### src/design/gpo_regs.svh
`ifndef GPO_REGS_SVH
`define GPO_REGS_SVH

// ****************************************
// Register identifiers
// ****************************************
`define SIDE_CFG_ID 7'h42
`define DUTY0_ID 7'h43
`define DUTY1_ID 7'h44
`define DUTY2_ID 7'h45
`define FAULT_STAT_ID 7'h46
`define ISO_STAT_ID 7'h47

// ****************************************
// Field positions in the fault and isolation status words
// ****************************************
`define BLOCKED_LSB 17
`define UNCONF_BIT 15
`define CH_FIELD_W 5
`define ISO_TEMP_BIT 1
`define ISO_LIM_BIT 0

// ****************************************
// Reset values
// ****************************************
`define SIDE_RST 3'h0
`define DUTY_RST 6'h00
`define UNCONF_RST 1'h1

// ****************************************
// Duty timing: 1.6 % per count, in tenths of a percent
// ****************************************
`define DUTY_STEP_PERMILLE 16
`define PWM_PERIOD_PERMILLE 1000
// Sub-ticks per count and per period: 10 and 625 share the 1.6 % ratio
`define PWM_TICKS_PER_COUNT 10'h00A
`define PWM_PERIOD_TICKS 10'h271

`endif

### src/design/gpo_pkg.sv
`default_nettype none

package gpo_pkg;

    // Detector inputs of one output channel
    typedef struct packed {
        logic over_temp_det;
        logic over_temp_clr;
        logic current_limit_det;
        logic open_load_det;
        logic short_det;
    } chan_det_t;

    // Latched fault flags of one channel, in status-word order
    typedef struct packed {
        logic over_temp;
        logic current_limit;
        logic open_on;
        logic open_off;
        logic short_off;
    } chan_flags_t;

    // Register access request as decoded from an SPI frame
    typedef struct packed {
        logic req;
        logic wr;
        logic [6:0] id;
        logic [19:0] wdata;
    } reg_req_t;

endpackage

`default_nettype wire

### src/design/gpo_pwm.sv
`timescale 1ns/10ps
`default_nettype none
`include "gpo_regs.svh"

module gpo_pwm
    import gpo_pkg::*;
(
    // Clock and reset
    input wire logic clk,
    input wire logic rst_b,
    // Control
    input wire logic [5:0] duty,
    input wire logic enable,
    // Drive
    output logic on_q
);

    logic [9:0] tick_q;
    logic [9:0] on_ticks;

    // ****************************************
    // Period counter
    // ****************************************
    // Free-running so that duty changes take effect within one period
    always_ff @(posedge clk or negedge rst_b)
    begin
        if (!rst_b)
            tick_q <= 10'h000;
        else if (tick_q == `PWM_PERIOD_TICKS - 10'h001)
            tick_q <= 10'h000;
        else
            tick_q <= tick_q + 10'h001;
    end

    assign on_ticks = 10'({4'h0, duty} * `PWM_TICKS_PER_COUNT);

    // ****************************************
    // Output stage
    // ****************************************
    // Counts past full scale compare above every tick, so stay fully on
    always_ff @(posedge clk or negedge rst_b)
    begin
        if (!rst_b)
            on_q <= 1'b0;
        else
            on_q <= enable && (on_ticks > tick_q);
    end

endmodule // gpo_pwm

`default_nettype wire

### src/design/gpo_ctrl_status.sv
`timescale 1ns/10ps
`default_nettype none
`include "gpo_regs.svh"

module gpo_ctrl_status
    import gpo_pkg::*;
(
    // Clock and reset
    input wire logic clk,
    input wire logic rst_b,
    // Register access from the SPI frame decoder
    input wire reg_req_t reg_in,
    output logic [19:0] reg_rdata_q,
    output logic reg_ack_q,
    // System events
    input wire logic system_state_reset,
    input wire logic reserve_boost_good,
    // Channel detectors
    input wire chan_det_t [2:0] chan_det,
    // Isolation switch detectors
    input wire logic isolation_switch_on,
    input wire logic iso_over_temp_det,
    input wire logic iso_current_limit_det,
    // Driver controls
    output logic [2:0] drive_high_side,
    output logic [2:0] drive_low_side,
    output logic [2:0] driver_side_select,
    output logic [2:0] channel_blocked
);

    // ****************************************
    // Declarations
    // ****************************************
    // Per-channel state kept in three-entry arrays
    logic [2:0] side_q;
    logic [5:0] duty_q [3];
    logic outputs_unconfigured_q;
    chan_flags_t flags_q [3];
    chan_flags_t flags_d [3];
    logic iso_temp_q;
    logic iso_lim_q;
    logic [2:0] pwm_on;
    logic [2:0] out_on;
    logic wr_side;
    logic rd_fault;
    logic rd_iso;
    logic [19:0] rd_word;

    // Latched flag update; the set always wins over a clear
    function automatic logic latch_flag(input logic cur, input logic set, input logic clr);
        latch_flag = set | (cur & ~clr);
    endfunction

    // Readback of one duty register, upper bits zero
    function automatic logic [19:0] duty_word(input logic [5:0] d);
        duty_word = {14'h0000, d};
    endfunction

    // Strobe for one kind of access to one register id
    function automatic logic hit(input reg_req_t r, input logic is_wr, input logic [6:0] id);
        hit = r.req && (r.wr == is_wr) && (r.id == id);
    endfunction

    // ****************************************
    // Access decode
    // ****************************************
    // status writes ignored
    assign wr_side = hit(reg_in, 1'b1, `SIDE_CFG_ID);
    assign rd_fault = hit(reg_in, 1'b0, `FAULT_STAT_ID);
    assign rd_iso = hit(reg_in, 1'b0, `ISO_STAT_ID);

    // ****************************************
    // Side select register
    // ****************************************
    // A state reset beats a write landing in the same cycle
    // side bits update
    always_ff @(posedge clk or negedge rst_b)
    begin
        if (!rst_b)
            side_q <= `SIDE_RST;
        else if (system_state_reset)
            side_q <= `SIDE_RST;
        else if (wr_side)
            side_q <= reg_in.wdata[2:0];
    end

    // ****************************************
    // Duty registers
    // ****************************************
    // Writes to any other id fall through the default arm
    // per-channel duty count
    always_ff @(posedge clk or negedge rst_b)
    begin
        if (!rst_b)
        begin
            for (int i = 0; i < 3; i++)
                duty_q[i] <= `DUTY_RST;
        end
        else if (system_state_reset)
        begin
            for (int i = 0; i < 3; i++)
                duty_q[i] <= `DUTY_RST;
        end
        else if (reg_in.req && reg_in.wr)
        begin
            unique case (reg_in.id)
                `DUTY0_ID: duty_q[0] <= reg_in.wdata[5:0];
                `DUTY1_ID: duty_q[1] <= reg_in.wdata[5:0];
                `DUTY2_ID: duty_q[2] <= reg_in.wdata[5:0];
                default: ;
            endcase
        end
    end

    // ****************************************
    // Configuration status
    // ****************************************
    // Any write to the side register counts, even all zeros
    // configured by side-select write
    always_ff @(posedge clk or negedge rst_b)
    begin
        if (!rst_b)
            outputs_unconfigured_q <= `UNCONF_RST;
        else if (system_state_reset)
            outputs_unconfigured_q <= `UNCONF_RST;
        else if (wr_side)
            outputs_unconfigured_q <= 1'b0;
    end

    // ****************************************
    // Channel enable and drive
    // ****************************************
    // Thermal and configuration blocks apply in both drive modes
    // blocking causes, boost only in high-side mode
    always_comb
    begin
        for (int i = 0; i < 3; i++)
        begin
            channel_blocked[i] = flags_q[i].over_temp || outputs_unconfigured_q ||
                (!side_q[i] && !reserve_boost_good);
        end
    end

    // One PWM generator per channel, gated by the blocked state
    for (genvar g = 0; g < 3; g++)
    begin : g_pwm
        gpo_pwm u_gpo_pwm (
            .clk(clk),
            .rst_b(rst_b),
            .duty(duty_q[g]),
            .enable(!channel_blocked[g]),
            .on_q(pwm_on[g])
        );
    end

    // A block raised mid-period stops the drive at once
    assign out_on = pwm_on & ~channel_blocked;
    assign drive_high_side = out_on & ~side_q;
    assign drive_low_side = out_on & side_q;
    assign driver_side_select = side_q;

    // ****************************************
    // Channel fault flags
    // ****************************************
    // Off means the actual drive, so PWM gaps count as off
    // limit, open and short sets gated by output state
    always_comb
    begin
        for (int i = 0; i < 3; i++)
        begin
            // thermal cleared by its own sequence
            flags_d[i].over_temp = latch_flag(flags_q[i].over_temp,
                chan_det[i].over_temp_det, chan_det[i].over_temp_clr);
            flags_d[i].current_limit = latch_flag(flags_q[i].current_limit,
                chan_det[i].current_limit_det && out_on[i], rd_fault);
            flags_d[i].open_on = latch_flag(flags_q[i].open_on,
                chan_det[i].open_load_det && out_on[i], rd_fault);
            flags_d[i].open_off = latch_flag(flags_q[i].open_off,
                chan_det[i].open_load_det && !out_on[i], rd_fault);
            flags_d[i].short_off = latch_flag(flags_q[i].short_off,
                chan_det[i].short_det && !out_on[i], rd_fault);
        end
    end

    // State reset clears the read-clear flags but not the thermal one
    always_ff @(posedge clk or negedge rst_b)
    begin
        if (!rst_b)
        begin
            for (int i = 0; i < 3; i++)
                flags_q[i] <= '0;
        end
        else if (system_state_reset)
        begin
            for (int i = 0; i < 3; i++)
                flags_q[i] <= '{over_temp: flags_d[i].over_temp, default: 1'b0};
        end
        else
        begin
            for (int i = 0; i < 3; i++)
                flags_q[i] <= flags_d[i];
        end
    end

    // ****************************************
    // Isolation switch flags
    // ****************************************
    // limit while switch on
    always_ff @(posedge clk or negedge rst_b)
    begin
        if (!rst_b)
            iso_lim_q <= 1'b0;
        else if (system_state_reset)
            iso_lim_q <= 1'b0;
        else
            iso_lim_q <= latch_flag(iso_lim_q, iso_current_limit_det && isolation_switch_on, rd_iso);
    end

    // Not gated by the switch state: the detector reports either way
    // temperature latch
    always_ff @(posedge clk or negedge rst_b)
    begin
        if (!rst_b)
            iso_temp_q <= 1'b0;
        else if (system_state_reset)
            iso_temp_q <= 1'b0;
        else
            iso_temp_q <= latch_flag(iso_temp_q, iso_over_temp_det, rd_iso);
    end

    // ****************************************
    // Readback
    // ****************************************
    // Ids outside the map fall to the default and read as zero
    // unused bits zero
    always_comb
    begin
        rd_word = 20'h00000;
        unique case (reg_in.id)
            `SIDE_CFG_ID: rd_word = {17'h00000, side_q};
            `DUTY0_ID: rd_word = duty_word(duty_q[0]);
            `DUTY1_ID: rd_word = duty_word(duty_q[1]);
            `DUTY2_ID: rd_word = duty_word(duty_q[2]);
            `FAULT_STAT_ID:
            begin
                rd_word[`BLOCKED_LSB +: 3] = channel_blocked;
                rd_word[`UNCONF_BIT] = outputs_unconfigured_q;
                for (int i = 0; i < 3; i++)
                    rd_word[i * `CH_FIELD_W +: `CH_FIELD_W] = flags_q[i];
            end
            `ISO_STAT_ID:
            begin
                rd_word[`ISO_TEMP_BIT] = iso_temp_q;
                rd_word[`ISO_LIM_BIT] = iso_lim_q;
            end
            default: rd_word = 20'h00000;
        endcase
    end

    // Snapshot taken on the same edge that clears, so no event is lost
    always_ff @(posedge clk or negedge rst_b)
    begin
        if (!rst_b)
            reg_rdata_q <= 20'h00000;
        else if (reg_in.req && !reg_in.wr)
            reg_rdata_q <= rd_word;
    end

    // Ignored writes are acknowledged too, so the host never waits
    // One-cycle acknowledge for every request
    always_ff @(posedge clk or negedge rst_b)
    begin
        if (!rst_b)
            reg_ack_q <= 1'b0;
        else
            reg_ack_q <= reg_in.req;
    end

endmodule // gpo_ctrl_status

`default_nettype wire

### config.mk
export PLATFORM = sky130hd
export DESIGN_NAME = gpo_ctrl_status
export DESIGN_NICKNAME = d
export VERILOG_FILES = /design/src/design/gpo_pkg.sv /design/src/design/gpo_pwm.sv /design/src/design/gpo_ctrl_status.sv
export VERILOG_INCLUDE_DIRS = /design/src /design/src/design
export SDC_FILE = /design/constraint.sdc
export NUM_CORES = 1
export LEC_CHECK = 0
export BUFFER_PORTS_ARGS = -buffer_cell sky130_fd_sc_hd__clkbuf_2
export CORE_ASPECT_RATIO = 2
export CORE_MARGIN = 1.5
export CORE_UTILIZATION = 35
export DETAILED_ROUTE_END_ITERATION = 8
export GPL_ROUTABILITY_DRIVEN = 0
export PLACE_DENSITY = 0.51
export SYNTH_ARGS = -nofsm -noshare
export SYNTH_HDL_FRONTEND = slang
export SYNTH_SLANG_ARGS = --single-unit
### constraint.sdc
create_clock -name clk -period 3.6 [get_ports clk]
set_input_delay 0.72 -clock clk [delete_from_list [all_inputs] [get_ports clk]]
set_output_delay 0.72 -clock clk [all_outputs]
set_load 0.05 [all_outputs]
After elaboration in Yosys (flattened, before gate mapping)

Index checks and enable logic that the tools add are counted.

Flip-flop bits (word level): 92
Input bits: 51
Output and inout bits: 33
Logic and storage cells: 161

Add/subtract/negate cells: 3
$mul: 3
Magnitude comparators: 3
Equality and inequality tests: 9
Mux-type cells: 18
Bitwise operators: 45
Reduce and logical (&&, ||, !) cells: 50

Operators by type and width:

| cell                  | number |
|---|---|
| $pmux 14 s5           | 1 |
| $eq 7x7->1 const B    | 6 |
| $mux 18               | 2 |
| $add 10x1->10 const B | 3 |
| $eq 10x10->1 const B  | 3 |
| $gt 10x10->1          | 3 |
| $mux 10               | 3 |
| $mul 6x3->9 const B   | 3 |
| $logic_and 1x1->1     | 25 |
| $mux 6                | 3 |
| $and 1x1->1           | 17 |
| $or 1x1->1            | 17 |
| $mux 14               | 1 |
| $pmux 2 s6            | 1 |
| $logic_not 1->1       | 11 |
| $reduce_bool 2->1     | 5 |
| $and 3x3->3           | 3 |
| $mux 3                | 3 |
| $logic_or 1x1->1      | 6 |
| $not 1->1             | 6 |
| $not 3->3             | 2 |
| $reduce_and 2->1      | 3 |
| $mux 1                | 4 |

Logic depth before layout (Yosys ltp)

Depth after elaboration: 9
Gate-level depth with buffers: 11
Gate-level depth less buffers: 11

Modules after synthesis

Synthesis repeated with hierarchy kept, for this count alone.

Cell total of the unflattened synthesis: 548
Area total of the unflattened synthesis: 5564.1 µm²

Modules (own cells, without submodules):

| module          | instances | cells an instance | area an instance (µm²) | seq. area each (µm²) |
|---|---|---|---|---|
| gpo_pwm         | 3         | 95                | 938.4                  | 275.3 |
| gpo_ctrl_status | 1         | 263               | 2748.9                 | 1477.7 |

Worst setup path after synthesis

Ideal clock, no wire load.

Path type: input -> output
Start: input reserve_boost_good
End: output channel_blocked[0]
Data arrival time: 2.076 ns
Data required time: 2.880 ns
Path slack: 0.804 ns
Stages: 2
Path buffers: 1
Cell sequence: clkbuf_1 > o21ai_0

Cells in the longest elaborated chain, start to end: 3

RTL lines:

| item               | RTL line               | RTL |
|---|---|---|
| start: declaration | gpo_ctrl_status.sv:17  | `input wire logic reserve_boost_good,` |
| $logic_not 1->1    | gpo_ctrl_status.sv:140 | `(!side_q[i] && !reserve_boost_good);` |
| $logic_and 1x1->1  | gpo_ctrl_status.sv:140 |  |
| $logic_or 1x1->1   | gpo_ctrl_status.sv:139 | `channel_blocked[i] = flags_q[i].over_temp \|\| outputs_unconfigured_q \|\|` |
| end: declaration   | gpo_ctrl_status.sv:28  | `output logic [2:0] channel_blocked` |

No other way between the ends.

Final worst setup path

Start: register duty_q[1] in the netlist's numbering
End: register g_pwm[2].u_gpo_pwm.on_q

Cells in the longest elaborated chain, start to end: 3

RTL lines:

| item                             | RTL line               | RTL |
|---|---|---|
| start: declaration               | gpo_ctrl_status.sv:36  | `logic [5:0] duty_q [3];` |
| start signal: indexed assignment | gpo_ctrl_status.sv:97  | `` duty_q[i] <= `DUTY_RST; `` |
| start signal: indexed assignment | gpo_ctrl_status.sv:102 | `` duty_q[i] <= `DUTY_RST; `` |
| $mul 6x3->9 (no line)            | n/a                    |  |
| $gt 10x10->1                     | gpo_pwm.sv:46          | `on_q <= enable && (on_ticks > tick_q);` |
| $logic_and 1x1->1                | gpo_pwm.sv:46          |  |
| end signal: assignment           | gpo_pwm.sv:46          |  |
| end: declaration                 | gpo_pwm.sv:15          | `output logic on_q` |

No other way between the ends.
A chain may end at the register's enable or synchronous reset.

==> impl_metrics.xml <==
<?xml version="1.0" encoding="UTF-8"?>
<metrics>
  <group name="outcome">
    <metric name="status" unit="">complete, no violations</metric>
  </group>
  <group name="routing">
    <metric name="avgViaCountPerCell" unit="">5.389</metric>
    <metric name="routed_wl" unit="microns">14640</metric>
    <metric name="route.vias.total" unit="">4381</metric>
    <metric name="wire_per_inst" unit="microns">18.00</metric>
    <metric name="route.antenna.remaining_nets" unit="">0</metric>
    <metric name="drcViolationCount" unit="">0</metric>
    <metric name="drt-initial-drc-count" unit="">163</metric>
    <metric name="first_pass_iters" unit="">5</metric>
  </group>
  <group name="yosys">
    <metric name="postSynth.topFlopCell" unit="">dfrtp_1</metric>
    <metric name="library_cell_with_the_largest_summed_area_after_synthesis" unit="">dfrtp_1</metric>
    <metric name="synth.area.top_cells" unit="">dfrtp_1 (41%), ha_1 (14%), mux2i_1 (4.4%)</metric>
    <metric name="netlist_top_cells_count" unit="">dfrtp_1 (91), ha_1 (60), nor2_1 (58)</metric>
    <metric name="netlist_instances" unit="">541</metric>
    <metric name="yosysWarningCount" unit="">0</metric>
    <metric name="syn-num-nets" unit="">655</metric>
    <metric name="post_synth_top_area_share" unit="%">41.33</metric>
    <metric name="synthArstFlopShare" unit="%">100.0</metric>
    <metric name="synth.lib_cells_used.distinct" unit="">53</metric>
    <metric name="post-synth-top-count-cell" unit="">dfrtp_1</metric>
    <metric name="synth.avg_cell_area" unit="sq um">10.19</metric>
    <metric name="mappedNetlistArea" unit="sq um">5510</metric>
    <metric name="synth_seq_cells" unit="">92</metric>
    <metric name="yosysSeqAreaShare" unit="%">41.80</metric>
    <metric name="synth_enable_flop_cells" unit="">0</metric>
  </group>
  <group name="sta">
    <metric name="report.final.hold_viol_count" unit="">0</metric>
    <metric name="totalNegativeSetupSlack" unit="ns">0</metric>
    <metric name="achievable-frequency" unit="GHz">0.3419</metric>
    <metric name="maxSlewViolCount" unit="">0</metric>
    <metric name="fin_skew" unit="ns">0.01193</metric>
    <metric name="min_period" unit="ns">2.925</metric>
    <metric name="slew_headroom" unit="%">45.95</metric>
    <metric name="grt_setup_unrepaired" unit="">false</metric>
    <metric name="fin_crit_sh" unit="%">81.24</metric>
    <metric name="setup_violations" unit="">0</metric>
    <metric name="worst-slew-pin-transition" unit="ns">0.8107</metric>
  </group>
  <group name="place">
    <metric name="buffer_ports.inserted" unit="">68</metric>
    <metric name="hpwlAfterDp" unit="microns">11650</metric>
  </group>
  <group name="cts">
    <metric name="clkSinkCount" unit="">92</metric>
    <metric name="cts.root.buffer_cell" unit="">clkbuf_16</metric>
    <metric name="clkTransAtPathRegs" unit="ns">0.08</metric>
    <metric name="numCtsBuffers" unit="">9</metric>
    <metric name="clock_insertion_delay_worst_skew" unit="ns">0.34</metric>
    <metric name="cts_tree" unit="">done</metric>
    <metric name="post_cts_hold_buffer_count" unit="">0</metric>
    <metric name="cts_max_path_buffers" unit="">2</metric>
    <metric name="cts_resized" unit="">0</metric>
    <metric name="post_cts.repair.setup_buffers" unit="">0</metric>
    <metric name="clock_tree.htree_level_count" unit="">3</metric>
  </group>
  <group name="floorplan">
    <metric name="die-height" unit="microns">180.4</metric>
    <metric name="core_region_area" unit="sq um">15370</metric>
    <metric name="initial_core_utilization" unit="%">35.84</metric>
    <metric name="num_io_pins" unit="">84</metric>
    <metric name="rows" unit="">64</metric>
    <metric name="floorplan.die_area" unit="sq um">16550</metric>
    <metric name="die_w" unit="microns">91.73</metric>
  </group>
  <group name="job">
    <metric name="max_cap_viol_count" unit="">0</metric>
  </group>
  <group name="cells_and_area">
    <metric name="drive_gt1_share" unit="%">17.72</metric>
    <metric name="area_growth_from_synthesis_to_layout" unit="%">15.60</metric>
    <metric name="number_of_diodes" unit="">0</metric>
    <metric name="final_core_util" unit="%">41.43</metric>
    <metric name="num-fill-cells" unit="">1532</metric>
    <metric name="fin_nets" unit="">724</metric>
  </group>
  <group name="worst_hold_path">
    <metric name="worst_hold_path_type" unit="">in2async</metric>
  </group>
  <group name="setup_path">
    <metric name="reg2reg_setup_slack" unit="ns">0.68</metric>
    <metric name="timing.critical_path.from_type" unit="">register</metric>
    <metric name="worst-path-max-fanout" unit="">4</metric>
    <metric name="worstSetupPathType" unit="">reg2reg</metric>
    <metric name="arrival" unit="ns">3.14</metric>
    <metric name="cp-end-kind" unit="">register</metric>
    <metric name="cp.required" unit="ns">3.81</metric>
  </group>
  <group name="power_and_ir_drop">
    <metric name="vdd_ir_drop_max" unit="V">0.0002949</metric>
    <metric name="pwr_density_cell" unit="nW/um^2">330.6</metric>
    <metric name="leakagePower" unit="nW">3.195</metric>
  </group>
  <group name="grt">
    <metric name="grt_pass1_wl" unit="microns">23890</metric>
    <metric name="number_of_antenna_violations_at_the_first_check_in_global_routing" unit="">0</metric>
    <metric name="first_global_vias" unit="">4685</metric>
    <metric name="groute.usage.overall" unit="%">18.51</metric>
    <metric name="pin_count_of_the_biggest_net_entering_global_routing" unit="">61</metric>
    <metric name="grt.overflow.total" unit="">0</metric>
  </group>
</metrics>
[logic make-up (layout without fill, tap and decap cells)]
| kind of cell | count (synthesis) | after routing | share of synthesized area [%] |
|---|---|---|---|
| and+or+nand+nor | 162 | 162 | 15.69 |
| xor gates and xnor gates | 18 | 18 | 2.861 |
| AOI/OAI and AO/OA | 122 | 122 | 15.01 |
| DFF | 92 | 92 | 41.80 |
| buffers and inverters | 53 | 127 | 3.860 |
| adders and majority gates | 63 | 63 | 14.71 |
| other | 1 | 1 | 0.06805 |
| muxes | 30 | 30 | 5.994 |
[cell type report]
class	count	area (sq um)	area share, %
tap	198	247.7	3.889
sequential	92	2303	36.16
timing repair buffer	75	395.4	6.207
clock buffer	9	225.2	3.536
inverter	36	135.1	2.121
clock inverter	7	68.82	1.080
multi-input combinational	396	2994	47.00
[cell usage in the layout (no fill, tap or decap), drive strengths merged, types with 4 or more instances in the layout]
| cell | n |
|---|---|
| nand2 | 21 |
| inv | 39 |
| a21oi | 25 |
| mux2i | 24 |
| nand3 | 26 |
| dfrtp | 91 |
| nor2 | 58 |
| a211oi | 4 |
| nand4 | 13 |
| clkbuf | 76 |
| a22oi | 15 |
| buf | 8 |
| nor3 | 8 |
| xnor2 | 15 |
| ha | 60 |
| nor2b | 14 |
| o21ai | 21 |
| and3 | 6 |
| mux2 | 4 |
| nor4b | 6 |
| a21o | 13 |
| a22o | 11 |
| clkinv | 4 |
| o22ai | 5 |
[state kept, by name, summed over array words and instances (netlist names)]
| name | cells |
|---|---|
| duty_q | 18 |
| driver_side_select | 3 |
| iso_lim_q | 1 |
| flags_q | 15 |
| outputs_unconfigured_q | 1 |
| reg_ack_q | 1 |
| iso_temp_q | 1 |
| g_pwm.u_gpo_pwm.tick_q | 30 |
| g_pwm.u_gpo_pwm.on_q | 3 |
| reg_rdata_q | 19 |
[through the flow]
step                      setup WS [ns]  instances  hold WS (ns)  total power, mW  instance area [sq um]
after global routing             0.4547        813        0.5113            2.189                   6370
after CTS                        0.6529        813        0.4890            2.131                   6370
after floorplan                  0.8045        541        0.4244            1.123                   5510
final                            0.6754        813        0.4429            2.106                   6370
after detailed placement         0.6650        797        0.4782            1.193                   6076
after global placement           0.7367        797        0.4703            1.191                   6076
[where the power goes]
group / leakage (nW) / switching, mW / internal [mW]
registers: 1.22 / 0.00869 / 1.04
logic: 1.84 / 0.0821 / 0.0364
clock network: 0.144 / 0.450 / 0.486
total: 3.19 / 0.541 / 1.57
[path summary, 6_finish.rpt]
path / from / end / depth (start not counted)
max: duty_q[1]$_DFFE_PN0P_ / g_pwm[2].u_gpo_pwm.on_q$_DFF_PN0_ / 11
min: rst_b / g_pwm[1].u_gpo_pwm.tick_q[5]$_DFF_PN0_ / 1
max reg2reg: duty_q[1]$_DFFE_PN0P_ / g_pwm[2].u_gpo_pwm.on_q$_DFF_PN0_ / 11
min reg2reg: reg_rdata_q[0]$_DFFE_PN0P_ / reg_rdata_q[0]$_DFFE_PN0P_ / 2
max in group asynchronous: rst_b / iso_lim_q$_DFF_PN0_ / 2
min in group clk: reg_rdata_q[0]$_DFFE_PN0P_ / reg_rdata_q[0]$_DFFE_PN0P_ / 2
[routing by layer]
layer,part of all wire [%],vias to the layer above,wire (microns),GRT usage [%]
li1,-,2094,-,-
met1,36,2144,5261,18.66
met2,56,110,8177,35.19
met3,3.2,33,469,2.532
met4,5.0,0,728,10.77
met5,0,-,0,0
[critical path, cell delays in order (launching register included)]
cell	delay [ns]
dfrtp_1	0.43
ha_1	0.33
ha_1	0.21
fa_1	0.41
a21o_1	0.18
a21oi_1	0.18
xnor2_1	0.09
ha_1	0.30
nand3_1	0.13
nor3_1	0.33
a21bo_2	0.18
a31oi_1	0.03
Power figures use the tool's default switching activity.
